<file path="src/eso_pkg.sv">
// Constants, register map and types of the emergency stop sequencer.
// Assumes a 50 MHz pclk and an APB master with 32-bit data.
`default_nettype none
package eso_pkg;
  // ********************************************************************
  // Clock and time base
  // ********************************************************************
  localparam int CLK_HZ        = 50_000_000;
  localparam int MS_PER_S      = 1000;
  localparam int CYCLES_PER_MS = CLK_HZ / MS_PER_S;
  localparam int DIAG_PULSE_US = 500;
  localparam int DIAG_PULSE_CYC = (CLK_HZ / 1_000_000) * DIAG_PULSE_US;
  localparam logic [15:0] DIAG_PERIOD_MS = 16'h0064;
  localparam logic [15:0] DIAG_HALF_MS   = 16'h0032;
  localparam logic [15:0] FB_MUTE_MS     = 16'h000A;
  // ********************************************************************
  // Register offsets
  // ********************************************************************
  localparam int ADDR_W = 8;
  localparam logic [7:0] OFS_CTRL    = 8'h00;
  localparam logic [7:0] OFS_TO_DLY  = 8'h04;
  localparam logic [7:0] OFS_ZS_DLY  = 8'h08;
  localparam logic [7:0] OFS_ZS_SPD  = 8'h0C;
  localparam logic [7:0] OFS_BRK_SPD = 8'h10;
  localparam logic [7:0] OFS_BRK_OFS = 8'h14;
  localparam logic [7:0] OFS_RAMP_T  = 8'h18;
  localparam logic [7:0] OFS_SCALE   = 8'h1C;
  localparam logic [7:0] OFS_WIN     = 8'h20;
  localparam logic [7:0] OFS_TMIN    = 8'h24;
  localparam logic [7:0] OFS_TMAX    = 8'h28;
  localparam logic [7:0] OFS_STATUS  = 8'h2C;
  // ********************************************************************
  // Control bit positions
  // ********************************************************************
  localparam int CB_TYPE    = 0;
  localparam int CB_METHOD  = 1;
  localparam int CB_ENC     = 2;
  localparam int CB_FBACT   = 3;
  localparam int CB_FBKIND  = 4;
  localparam int CB_REDUND  = 5;
  localparam int CB_DIAG_A  = 6;
  localparam int CB_DIAG_B  = 7;
  localparam int CB_AUTOACK = 8;
  localparam int CB_TOBRK   = 9;
  localparam int CB_ACK     = 10;
  localparam int CTRL_W     = 10;
  // ********************************************************************
  // Values after reset
  // ********************************************************************
  localparam logic [9:0]  CTRL_RST    = 10'h100;
  localparam logic [15:0] TO_DLY_RST  = 16'h07D0;
  localparam logic [15:0] ZS_DLY_RST  = 16'h0000;
  localparam logic [15:0] ZS_SPD_RST  = 16'h005A;
  localparam logic [15:0] BRK_SPD_RST = 16'h0000;
  localparam logic [15:0] BRK_OFS_RST = 16'h0000;
  localparam logic [15:0] RAMP_T_RST  = 16'h03E8;
  localparam logic [15:0] SCALE_RST   = 16'h05DC;
  localparam logic [15:0] WIN_RST     = 16'h0064;
  localparam logic [15:0] TMIN_RST    = 16'h01F4;
  localparam logic [15:0] TMAX_RST    = 16'h05DC;
  // ********************************************************************
  // Sequencer states
  // ********************************************************************
  typedef enum logic [2:0] {
    ESO_IDLE, ESO_RAMP, ESO_ZDELAY, ESO_BDELAY, ESO_BOFS, ESO_STOPPED
  } eso_state_e;
endpackage
`default_nettype wire

</file>
<file path="src/eso_sequencer.sv">
// Emergency stop sequencer with ramp supervision and brake control.
// Assumes speed_rpm comes from logic on pclk; contacts and brake
// feedback are asynchronous pins.
// Function
// Emergency ramp uses ramp set zero registers, never ramp set one.
// Setting selects elapsed-time or ramp-envelope supervision.
// Time supervision removes torque after the request delay.
// Speed at zero threshold completes the stop, encoder picks threshold.
// Zero-speed delay before torque off; zero removes torque at once.
// Nonzero brake speed engages brake and torque off below it.
// Offset between brake engagement and torque off; zero is same cycle.
// Delay after brake speed crossing before brake and torque off.
// Brake feedback mismatch removes torque when that reaction is set.
// NC feedback kind expects inverse of the relay output.
// Redundant brake output pair with optional diagnostic test pulses.
// Brake speed enable also enables it for the controlled stop.
// Plain torque-off brake enable stays a separate setting.
// Supervision limit violation during the ramp removes torque.
// Nominal slope is scaling speed to zero in the ramp time.
// Initial tolerance window before envelope checking applies.
// Deceleration faster than minimum ramp time slope is a violation.
// Deceleration slower than maximum ramp time slope is a violation.
// Stop switch supplies a redundant two-channel request.
// Outputs show emergency stop active and emergency stop completed.
// Shared ramp set is tuned for the tightest supervision window.
// Automatic acknowledge clears completed torque off without ack.
// Thresholds compare speed magnitude, both directions alike.
`default_nettype none
module eso_sequencer #(
  parameter int CYCLES_PER_MS   = eso_pkg::CYCLES_PER_MS,
  parameter int DIAG_PULSE_CYC  = eso_pkg::DIAG_PULSE_CYC
) (
  // APB slave.
  input  wire logic                       pclk,
  input  wire logic                       presetn,
  input  wire logic                       psel,
  input  wire logic                       penable,
  input  wire logic                       pwrite,
  input  wire logic [eso_pkg::ADDR_W-1:0] paddr,
  input  wire logic [31:0]                pwdata,
  output logic      [31:0]                prdata,
  output logic                            pready,
  output logic                            pslverr,
  // Emergency contacts, speed and brake feedback.
  input  wire logic                       estop_a_n,
  input  wire logic                       estop_b_n,
  input  wire logic signed [15:0]         speed_rpm,
  input  wire logic                       relay_one_feedback_input,
  // Power stage, brake relays and indicators.
  output logic                            torque_off,
  output logic                            brake_rel_a,
  output logic                            brake_rel_b,
  output logic                            emergency_active_output,
  output logic                            emergency_completed_output,
  output logic                            decel_request,
  output logic      [15:0]                ramp_speed_ref,
  output logic                            ctrl_stop_brake_enable,
  output logic                            torque_off_brake_enable
);
  import eso_pkg::*;

  // ********************************************************************
  // Elaboration checks
  // ********************************************************************
  if (CYCLES_PER_MS < 2 || DIAG_PULSE_CYC < 1) begin : g_bad
    $error("eso_sequencer: time base parameters out of range");
  end

  localparam logic [31:0] CPM_M1 = 32'(CYCLES_PER_MS - 1);
  localparam logic [31:0] DPC_M1 = 32'(DIAG_PULSE_CYC - 1);

  // ********************************************************************
  // State
  // ********************************************************************
  typedef struct packed {
    logic [1:0]    sa;
    logic [1:0]    sb;
    logic [1:0]    sf;
    logic [9:0]    ctrl;
    logic          ack;
    logic [15:0]   to_dly;
    logic [15:0]   zs_dly;
    logic [15:0]   zs_noenc;
    logic [15:0]   zs_enc;
    logic [15:0]   brk_spd;
    logic [15:0]   brk_ofs;
    logic [15:0]   ramp_t;
    logic [15:0]   scale;
    logic [15:0]   win;
    logic [15:0]   tmin;
    logic [15:0]   tmax;
    eso_state_e    st;
    logic [31:0]   pre;
    logic [15:0]   t_ms;
    logic [15:0]   s_ms;
    logic [15:0]   v0;
    logic [15:0]   vref;
    logic [31:0]   acc;
    logic          brk_on;
    logic          viol;
    logic          fbf;
    logic [15:0]   mm_ms;
    logic [15:0]   pms;
    logic [31:0]   pw;
    logic          pa;
    logic          pb;
    logic [31:0]   rdata;
    logic          rerr;
    logic          oa;
    logic          ob;
  } eso_state_s;

  eso_state_s q;
  eso_state_s d;

  logic        tick;
  logic        req;
  logic [15:0] spd;
  logic [15:0] zs_thr;
  logic [15:0] dv;
  logic [31:0] fast_l;
  logic [31:0] slow_l;
  logic [31:0] lin_t;
  logic [31:0] lin_w;
  logic        env_bad;
  logic        rel;
  logic        fb_exp;
  logic        mism;
  logic        wr;
  logic        rd;
  logic [31:0] rv;
  logic        rbad;

  // ********************************************************************
  // Next state
  // ********************************************************************
  always_comb begin
    d = q;
    tick = (q.pre == CPM_M1);
    // two channel request
    req = !q.sa[1] || !q.sb[1];
    // speed magnitude
    spd = speed_rpm[15] ? 16'(-speed_rpm) : 16'(speed_rpm);
    // encoder selects threshold
    zs_thr = q.ctrl[CB_ENC] ? q.zs_enc : q.zs_noenc;
    dv = (q.v0 > spd) ? 16'(q.v0 - spd) : 16'h0000;
    fast_l = 32'(dv) * 32'(q.tmin);
    slow_l = 32'(dv) * 32'(q.tmax);
    lin_t = 32'(q.scale) * 32'(q.t_ms);
    lin_w = 32'(q.scale) * 32'(16'(q.t_ms - q.win));
    env_bad = 1'b0;
    // initial window
    if (q.t_ms >= q.win) begin
      // too fast
      if (fast_l > lin_t) begin
        env_bad = 1'b1;
      end
      // too slow
      if (slow_l < lin_w) begin
        env_bad = 1'b1;
      end
    end
    rel = !q.brk_on;
    // NC inverse feedback
    fb_exp = q.ctrl[CB_FBKIND] ? !rel : rel;
    mism = (q.sf[1] != fb_exp);

    d.sa = {q.sa[0], estop_a_n};
    d.sb = {q.sb[0], estop_b_n};
    d.sf = {q.sf[0], relay_one_feedback_input};
    d.ack = 1'b0;
    d.pre = tick ? 32'h0000_0000 : 32'(q.pre + 32'h0000_0001);
    if (tick && q.s_ms != 16'hFFFF) begin
      d.s_ms = 16'(q.s_ms + 16'h0001);
    end
    if (tick && q.t_ms != 16'hFFFF && q.st != ESO_IDLE) begin
      d.t_ms = 16'(q.t_ms + 16'h0001);
    end

    // feedback mismatch filter
    if (!mism) begin
      d.mm_ms = 16'h0000;
    end else if (tick && q.mm_ms != 16'hFFFF) begin
      d.mm_ms = 16'(q.mm_ms + 16'h0001);
    end
    if (mism && q.mm_ms >= FB_MUTE_MS) begin
      d.fbf = 1'b1;
    end

    case (q.st)
      ESO_IDLE: begin
        d.t_ms = 16'h0000;
        d.brk_on = 1'b0;
        if (req) begin
          d.v0 = spd;
          d.vref = spd;
          d.acc = 32'h0000_0000;
          d.st = q.ctrl[CB_TYPE] ? ESO_RAMP : ESO_STOPPED;
        end
      end
      ESO_RAMP: begin
        // nominal slope reference
        if (q.ramp_t == 16'h0000) begin
          d.vref = 16'h0000;
        end else if (q.acc >= 32'(q.ramp_t) && q.vref != 16'h0000) begin
          d.acc = 32'(q.acc - 32'(q.ramp_t)
                  + (tick ? 32'(q.scale) : 32'h0000_0000));
          d.vref = 16'(q.vref - 16'h0001);
        end else if (tick) begin
          d.acc = 32'(q.acc + 32'(q.scale));
        end
        // supervision method
        if (q.ctrl[CB_METHOD]) begin
          // envelope violation
          if (env_bad) begin
            d.viol = 1'b1;
            d.st = ESO_STOPPED;
          end
        end else if (q.t_ms >= q.to_dly) begin
          // delay elapsed
          d.viol = (spd > zs_thr);
          d.st = ESO_STOPPED;
        end
        if (d.st == ESO_RAMP) begin
          // brake speed crossed
          if (q.brk_spd != 16'h0000 && spd < q.brk_spd) begin
            // zero delay skips wait
            if (q.zs_dly == 16'h0000) begin
              d.brk_on = 1'b1;
              d.st = (q.brk_ofs == 16'h0000) ? ESO_STOPPED : ESO_BOFS;
            end else begin
              d.st = ESO_BDELAY;
            end
          end else if (spd <= zs_thr) begin
            // immediate when zero
            d.st = (q.zs_dly == 16'h0000) ? ESO_STOPPED : ESO_ZDELAY;
          end
        end
      end
      ESO_ZDELAY: begin
        // zero speed delay
        if (q.s_ms >= q.zs_dly) begin
          d.st = ESO_STOPPED;
        end
      end
      ESO_BDELAY: begin
        // brake delay
        if (q.s_ms >= q.zs_dly) begin
          d.brk_on = 1'b1;
          d.st = (q.brk_ofs == 16'h0000) ? ESO_STOPPED : ESO_BOFS;
        end
      end
      ESO_BOFS: begin
        // brake to torque offset
        if (q.s_ms >= q.brk_ofs) begin
          d.st = ESO_STOPPED;
        end
      end
      ESO_STOPPED: begin
        // automatic acknowledge
        if (!req && !mism && (q.ctrl[CB_AUTOACK] || q.ack)) begin
          d.st = ESO_IDLE;
          d.viol = 1'b0;
          d.fbf = 1'b0;
          d.brk_on = 1'b0;
        end
      end
      default: begin
        d.st = ESO_STOPPED;
      end
    endcase

    // feedback fault torque off
    if (d.fbf && q.ctrl[CB_FBACT] && q.st != ESO_STOPPED) begin
      d.st = ESO_STOPPED;
    end
    if (d.st != q.st) begin
      d.s_ms = 16'h0000;
    end

    // diagnostic pulse timing
    if (tick) begin
      d.pms = (q.pms == 16'(DIAG_PERIOD_MS - 16'h0001)) ? 16'h0000
            : 16'(q.pms + 16'h0001);
      if (q.pms == 16'h0000) begin
        d.pa = 1'b1;
        d.pw = 32'h0000_0000;
      end
      if (q.pms == DIAG_HALF_MS) begin
        d.pb = 1'b1;
        d.pw = 32'h0000_0000;
      end
    end else if (q.pa || q.pb) begin
      if (q.pw == DPC_M1) begin
        d.pa = 1'b0;
        d.pb = 1'b0;
      end else begin
        d.pw = 32'(q.pw + 32'h0000_0001);
      end
    end
    // redundant pulsed outputs
    d.oa = !d.brk_on && !(q.ctrl[CB_DIAG_A] && q.pa);
    d.ob = q.ctrl[CB_REDUND] && !d.brk_on
         && !(q.ctrl[CB_DIAG_B] && q.pb);

    // Register read decode and write.
    wr = psel && penable && pwrite;
    rd = psel && !penable && !pwrite;
    rbad = 1'b0;
    case (paddr)
      OFS_CTRL:    rv = {22'h000000, q.ctrl};
      OFS_TO_DLY:  rv = {16'h0000, q.to_dly};
      OFS_ZS_DLY:  rv = {16'h0000, q.zs_dly};
      OFS_ZS_SPD:  rv = {q.zs_enc, q.zs_noenc};
      OFS_BRK_SPD: rv = {16'h0000, q.brk_spd};
      OFS_BRK_OFS: rv = {16'h0000, q.brk_ofs};
      OFS_RAMP_T:  rv = {16'h0000, q.ramp_t};
      OFS_SCALE:   rv = {16'h0000, q.scale};
      OFS_WIN:     rv = {16'h0000, q.win};
      OFS_TMIN:    rv = {16'h0000, q.tmin};
      OFS_TMAX:    rv = {16'h0000, q.tmax};
      OFS_STATUS:  rv = {q.vref, 7'h00, mism, q.fbf, q.viol, q.brk_on,
                         req, 1'b0, 3'(q.st)};
      default: begin
        rv = 32'h0000_0000;
        rbad = 1'b1;
      end
    endcase
    if (psel && !penable) begin
      d.rdata = rd ? rv : 32'h0000_0000;
      d.rerr = rbad;
    end
    if (wr) begin
      case (paddr)
        OFS_CTRL: begin
          d.ctrl = pwdata[CTRL_W-1:0];
          d.ack = pwdata[CB_ACK];
        end
        OFS_TO_DLY:  d.to_dly = pwdata[15:0];
        OFS_ZS_DLY:  d.zs_dly = pwdata[15:0];
        OFS_ZS_SPD: begin
          d.zs_noenc = pwdata[15:0];
          d.zs_enc = pwdata[31:16];
        end
        OFS_BRK_SPD: d.brk_spd = pwdata[15:0];
        OFS_BRK_OFS: d.brk_ofs = pwdata[15:0];
        // ramp set zero
        OFS_RAMP_T:  d.ramp_t = pwdata[15:0];
        OFS_SCALE:   d.scale = pwdata[15:0];
        OFS_WIN:     d.win = pwdata[15:0];
        OFS_TMIN:    d.tmin = pwdata[15:0];
        OFS_TMAX:    d.tmax = pwdata[15:0];
        default: begin
        end
      endcase
    end
  end

  // ********************************************************************
  // Registers
  // ********************************************************************
  always_ff @(posedge pclk or negedge presetn) begin
    if (!presetn) begin
      q <= '0;
      q.sa <= 2'h3;
      q.sb <= 2'h3;
      q.ctrl <= CTRL_RST;
      q.to_dly <= TO_DLY_RST;
      q.zs_dly <= ZS_DLY_RST;
      q.zs_noenc <= ZS_SPD_RST;
      q.zs_enc <= ZS_SPD_RST;
      q.brk_spd <= BRK_SPD_RST;
      q.brk_ofs <= BRK_OFS_RST;
      q.ramp_t <= RAMP_T_RST;
      q.scale <= SCALE_RST;
      q.win <= WIN_RST;
      q.tmin <= TMIN_RST;
      q.tmax <= TMAX_RST;
      q.st <= ESO_IDLE;
    end else begin
      q <= d;
    end
  end

  // ********************************************************************
  // Outputs
  // ********************************************************************
  assign prdata = q.rdata;
  assign pready = 1'b1;
  assign pslverr = psel && penable && q.rerr;
  assign torque_off = (q.st == ESO_STOPPED);
  assign brake_rel_a = q.oa;
  assign brake_rel_b = q.ob;
  // active and completed
  assign emergency_active_output = (q.st != ESO_IDLE);
  assign emergency_completed_output = (q.st == ESO_STOPPED);
  assign decel_request = (q.st == ESO_RAMP);
  assign ramp_speed_ref = q.vref;
  // controlled stop brake
  assign ctrl_stop_brake_enable = (q.brk_spd != 16'h0000);
  // separate torque-off brake
  assign torque_off_brake_enable = q.ctrl[CB_TOBRK];
endmodule
`default_nettype wire

</file>
<file path="config.mk">
export PLATFORM = sky130hd
export DESIGN_NAME = eso_sequencer
export DESIGN_NICKNAME = d
export VERILOG_FILES = /design/src/eso_pkg.sv /design/src/eso_sequencer.sv
export SDC_FILE = /design/constraint.sdc
export NUM_CORES = 2
export LEC_CHECK = 0
export ABC_AREA = 0
export BUFFER_PORTS_ARGS = -buffer_cell sky130_fd_sc_hd__buf_2
export CELL_PAD_IN_SITES_DETAIL_PLACEMENT = 0
export CELL_PAD_IN_SITES_GLOBAL_PLACEMENT = 1
export CORE_ASPECT_RATIO = 0.75
export CORE_UTILIZATION = 47
export DETAILED_ROUTE_END_ITERATION = 8
export GPL_TIMING_DRIVEN = 1
export PLACE_DENSITY_LB_ADDON = 0.1
export SLEW_MARGIN = 20
export SYNTH_ARGS = -nofsm -noshare
export SYNTH_HDL_FRONTEND = slang
export SYNTH_SLANG_ARGS = --single-unit
</file>
<file path="constraint.sdc">
create_clock -name pclk -period 11.55 [get_ports pclk]
set_input_delay 2.31 -clock pclk [delete_from_list [all_inputs] [get_ports pclk]]
set_output_delay 2.31 -clock pclk [all_outputs]
set_load 0.01 [all_outputs]
</file>
# Word-level counts from Yosys, hierarchy flattened
# Cells that the tools add are included.
# totals
output_inout_bits	58
word_cells	246
inputBits	64
ff_bits	428
# op_classes
n_eq_ne	39
order_cmp	12
n_mul	4
mux	75
n_reduce_logical	68
n_addsub	13
# op_table
cell	n
$pmux W32 S12	1
$mux W16	22
$mux W32	8
$mux W177	1
$mul A16 B16 Y32	4
$pmux W48 S2	1
$mux W34	2
$add A16 B1 Y16 const B	4
$add A32 B1 Y32 const B	2
$add A32 B16 Y32	2
$ge A16 B16 Y1	4
$logic_not A16 Y1	4
$mux W3	17
$mux W48	1
$ne A16 B16 Y1 const B	3
$mux W33	1
$eq A32 B15 Y1 const B	1
$eq A32 B16 Y1 const B	1
$eq A8 B5 Y1 const B	4
$eq A8 B6 Y1 const B	4
$ge A32 B16 Y1	1
$gt A16 B16 Y1	2
$gt A32 B32 Y1	1
$lt A32 B32 Y1	1
other kinds (38)	119

# Depth between registers and ports, before layout
# logic_depth
depth_word	19
ltp_mapped	51
mapped_depth_nobuf	48

# Worst setup path before layout
# OpenSTA, ideal clock, no wires.
# synth_timing
path_kind	input -> register
from	input port speed_rpm[4]
to	register q[174] in the netlist's numbering
cell_stages	45
slack_ps	-2118
arrival_time_ps	13543
path_cell_list	or4_4 > nand2b_1 > or4_1 > or4b_2 > ha_1 > nand2_1 > nor2_1 > nand2_1 > o41ai_4 > buf_2 > nor2_1 > clkbuf_1 > and2_1 > fa_1 > inv_1 > fa_1 > fa_1 > inv_1 > [9 not listed] > o2111ai_1 > o21ai_0 > o41ai_1 > o2111ai_1 > a21oi_1 > o21bai_1 > xnor2_1 > ha_1 > a21oi_1 > o31ai_1 > a41o_1 > a31oi_1 > o211ai_1 > and4_1 > a311o_1 > o21ai_2 > buf_2 > nor3_1
# synth_between
elab_chain_cells	19
elab_cells_between_ends	27
cone_classes	2 x add/sub; 2 x mul; 5 x order compare; 2 x eq/ne; 14 x mux; 2 x reduce/logical
# synth_lines
element	line_no	text
start, declared	eso_sequencer.sv:47	input wire logic signed [15:0] speed_rpm,
$neg A16 Y16	eso_sequencer.sv:143	spd = speed_rpm[15] ? 16'(-speed_rpm) : 16'(speed_rpm);
$mux W16 (*)	eso_sequencer.sv:143	
$sub A16 B16 Y16 or $gt A16 B16 Y1 (tied branches)	eso_sequencer.sv:146	dv = (q.v0 > spd) ? 16'(q.v0 - spd) : 16'h0000;
$mux W16	eso_sequencer.sv:146	
$mul A16 B16 Y32	eso_sequencer.sv:147	fast_l = 32'(dv) * 32'(q.tmin);
$gt A32 B32 Y1	eso_sequencer.sv:155	if (fast_l > lin_t) begin
$mux W1	eso_sequencer.sv:155	
$mux W1	eso_sequencer.sv:159	if (slow_l < lin_w) begin
[3 not listed]	-	
$mux W3	eso_sequencer.sv:190	case (q.st)
$mux W3	eso_sequencer.sv:234	end else if (spd <= zs_thr) begin
$mux W3	eso_sequencer.sv:226	if (q.brk_spd != 16'h0000 && spd < q.brk_spd) begin
$mux W3 (*)	eso_sequencer.sv:224	if (d.st == ESO_RAMP) begin
$pmux W3 S6 (*)	eso_sequencer.sv:190	
$mux W3 (*)	eso_sequencer.sv:274	if (d.fbf && q.ctrl[CB_FBACT] && q.st != ESO_STOPPED) begin
$ne A3 B3 Y1 (*)	eso_sequencer.sv:277	if (d.st != q.st) begin
$mux W16 or $reduce_bool A2 Y1 (tied branches)	-	
end, declared	eso_sequencer.sv:113	eso_state_s q;
# Every way passes the cells marked *; elsewhere a longest branch is shown, timed or not. The select of a mux whose other input is x is not followed.
# A chain may end at the register's enable or synchronous reset.

# Worst setup path after layout
# layout_timing
from	input port speed_rpm[3]
to	register q[183] in the netlist's numbering
# The elaborated chain is that of the path after synthesis.

==> impl_metrics.csv <==
group,metric,value,unit
status,run_status,"finished with violations",
status,violations,"setup timing",
critical_path,slowest_delay,0.57,ns
global_routing,grt_start_max_net_pins,140,
cts,cts_htree_levels,2,
critical_path,critPathLaunchType,"input pin",
cts,numCtsBuffers,52,
timing,fin_crit,13.04,ns
synthesis,synth_area_per_cell,9.00,um2
synthesis,synthMuxAreaShare,0.0387,
timing,slew_violations,0,
worst_hold_path,hold_path_end,"q[423]$_DFF_PN0_",
pwr,p_total,9.00,mW
global_routing,grt_pass1_wl,312,mm
global_routing,grtUsageTotal,0.300,
timing,skew,0.0249,ns
synthesis,syn_nets,8496,
global_routing,grt_antenna_before_repair,9,
cts,cts-hold-fix-buffers,0,
detailed_routing,firstDrtPassIters,6,
synthesis,ys.flop_type,"dfrtp_1",
pwr,p_leak,35.3,nW
critical_path,regToRegEndpoint,"brake_rel_a$_DFF_PN0_",
detailed_routing,drt_iter0_drc,3468,
floorplanning,rows,115,
synthesis,yosys_warnings,0,
global_routing,grt_pass1_vias,51600,
critical_path,worst_path_max_delay_cell,"or4_4",
cts,path_clk_slew,0.06,ns
pwr,max-vdd-ir-drop,0.000231,V
placed_design,gp_congestion,0.935,
critical_path,critPathKind,"in2reg",
timing,setup_slack,-1.49,ns
cells_and_area,drive_gt1_frac,0.158,
critical_path,r2r-start,"q[184]$_DFFE_PN0P_",
synthesis,synth_seq_area_share,0.172,
cells_and_area,final_util,0.539,
detailed_routing,via_count,50200,
cts,worstSkewPairLatency,0.64,ns
cts,cts.sinks,428,
detailed_routing,drc,0,
synthesis,synth_adder_area_share,0.391,
timing,grt_setup_unrepaired,"yes",
synthesis,async_reset_ff_frac,1.00,
synthesis,netlist_instances,6953,
worst_hold_path,hold_path.startpoint,"d[423]$_DFF_PN0_",
critical_path,cp.required,12.10,ns
critical_path,r2r_setup_slack,-0.10,ns
global_routing,overflow,0,
detailed_routing,finalWirelength,199,mm
synthesis,synth-edff-count,0,
critical_path,reg2reg_depth,46,
synthesis,synth_xor_area_frac,0.0416,
cts,cts_root_buf,"clkbuf_16",
worst_hold_path,hold_depth,0,
synthesis,synth-compound-area-share,0.102,
cts,cts_buffer_depth,3,
timing,tightest_slew,1.21,ns
synthesis,synth_top_family_by_area,"adder cells",
timing,final.period_utilization,1.13,
pwr,powerDensity,127,nW/um2
floorplanning,dieWidth,423,um
synthesis,synth_seq_cells,428,
cells_and_area,final_cell_area,71000,um2
placed_design,hpwlAfterDp,156,mm
placed_design,place_area,67600,um2
cts,cts_tree,"yes",
floorplanning,start_util,0.475,
detailed_routing,drt-wirelength-per-cell,21.9,um
cells_and_area,nets,8823,
cells_and_area,area_delta_synth_final,13.4,%
synthesis,syn-cell-area,62600,um2
timing,setup_viol,23,
critical_path,arrival,13.59,ns
timing,hold_ws,0.351,ns
placed_design,port_buffers,120,
timing,finalHoldViolations,0,
critical_path,worstPathMaxFanout,16,
floorplanning,die_h,318,um
floorplanning,pin_count,122,
worst_hold_path,hp-class,"reg2reg",
synthesis,yosys.area_share.simple,0.161,
timing,maxSlewHeadroom,0.197,
detailed_routing,antenna_left,0,
floorplanning,core-area,132000,um2
critical_path,end_kind,"flop",
detailed_routing,post_drt_via_cell_ratio,5.52,
flow_run,cap_viol_max_count,0,
floorplanning,dieArea,135000,um2
placed_design,place_ws,-2.92,ns
synthesis,synth_cell_type_count,90,
timing,clock.fmax,76.7,MHz
## synth_stat cells (138+ instances only)
master / n / area, um2
inv_1: 1152 / 4320
nand2_1: 821 / 3080
fa_1: 795 / 15900
ha_1: 684 / 8560
and2_1: 392 / 2450
dfrtp_1: 380 / 9510
nor2_1: 263 / 987
clkbuf_1: 257 / 965
a21oi_1: 213 / 1070
o21ai_0: 210 / 1050
mux2_2: 192 / 2160
xnor2_1: 176 / 1540
nand3_1: 138 / 691
## registers in the layout, indices dropped and copies added (netlist names)
| register | flops |
|---|---|
| torque_off_brake_enable | 1 |
| q | 374 |
| brake_rel_b | 1 |
| d | 3 |
| ramp_speed_ref | 16 |
| prdata | 32 |
| brake_rel_a | 1 |
## timing repair
item | in CTS | in global routing
setup endpoints to repair | 23 | 23
gates cloned | 2 | 0
setup buffers | 58 | 21
pin swaps | 120 | 69
gates resized for setup | 124 | 76
## critical path: cells and delay by family
kind                       cells  cell delay [ns]
AOI/OAI and AO/OA             13             2.56
xor gates and xnor gates       2             0.36
adders and majority gates      9             3.38
buffers and inverters         14             1.78
and+or+nand+nor               13             3.16
## placed cells by master, fill, tap and decap left out, types with 115 or more instances in the layout
master	n
a21oi_1	200
xnor2_1	172
dfrtp_1	379
xor2_1	120
ha_1	666
nand3_1	135
fa_1	781
nand2_1	813
buf_4	457
and2_1	381
mux2_2	192
o21ai_0	200
nor2_1	242
inv_1	1142
buf_2	115
## cell families (layout without fill, tap and decap cells)
| logic type | Yosys count | in the layout |
|---|---|---|
| buffers and inverters | 1510 | 1881 |
| AND/OR/NAND/NOR | 2062 | 2062 |
| adder cells (fa/ha/maj) | 1479 | 1479 |
| other | 1 | 7 |
| flip-flops | 428 | 428 |
| multiplexers | 218 | 218 |
| AO/OA/AOI/OAI | 958 | 958 |
| XOR/XNOR | 297 | 297 |
## per-layer routing
layer,vias to the layer above,GRT usage,part of all wire
met5,-,0,0.000040
met4,2,0.0828,0.031
met1,25300,0.434,0.46
met3,275,0.0550,0.073
li1,23200,-,-
met2,1464,0.459,0.44
## report_power, final
part	switching [mW]	internal [mW]
sequential	0.175	1.61
combinational	3.17	2.28
clock	0.729	1.04
total	4.08	4.92
## cell type report
cell class	instances	area [um2]
diodes	6	15.0
clock buffers	73	1440
clock inverters	25	369
fillers	12200	60700
inverters	1153	4330
multi-input cells	5015	46900
flip-flops and latches	428	10800
well taps	1755	2200
repair buffers	630	4950
## how the worst max path moves through the flow
| stage | start | end | slack, ns |
|---|---|---|---|
| after floorplan | speed_rpm[7] | q[174]$_DFFE_PN0P_ | -1.32 |
| after global placement | speed_rpm[7] | q[175]$_DFFE_PN0P_ | -2.97 |
| after detailed placement | speed_rpm[0] | q[178]$_DFFE_PN0P_ | -2.92 |
| after CTS | speed_rpm[7] | brake_rel_a$_DFF_PN0_ | -1.40 |
| after global routing | speed_rpm[3] | brake_rel_b$_DFF_PN0_ | -1.84 |
| final | speed_rpm[3] | q[183]$_DFFE_PN0P_ | -1.49 |
## metrics by stage
| step | setup TNS (ns) | cells |
|---|---|---|
| 2_1_floorplan | -28.40 | 6953 |
| 3_3_place_gp | -66.58 | 8902 |
| 3_5_place_dp | -65.19 | 8903 |
| 4_1_cts | -31.25 | 9060 |
| 5_1_grt | -41.22 | 9081 |
| 6_report | -33.53 | 9085 |
(Power assumes the default switching activity.)
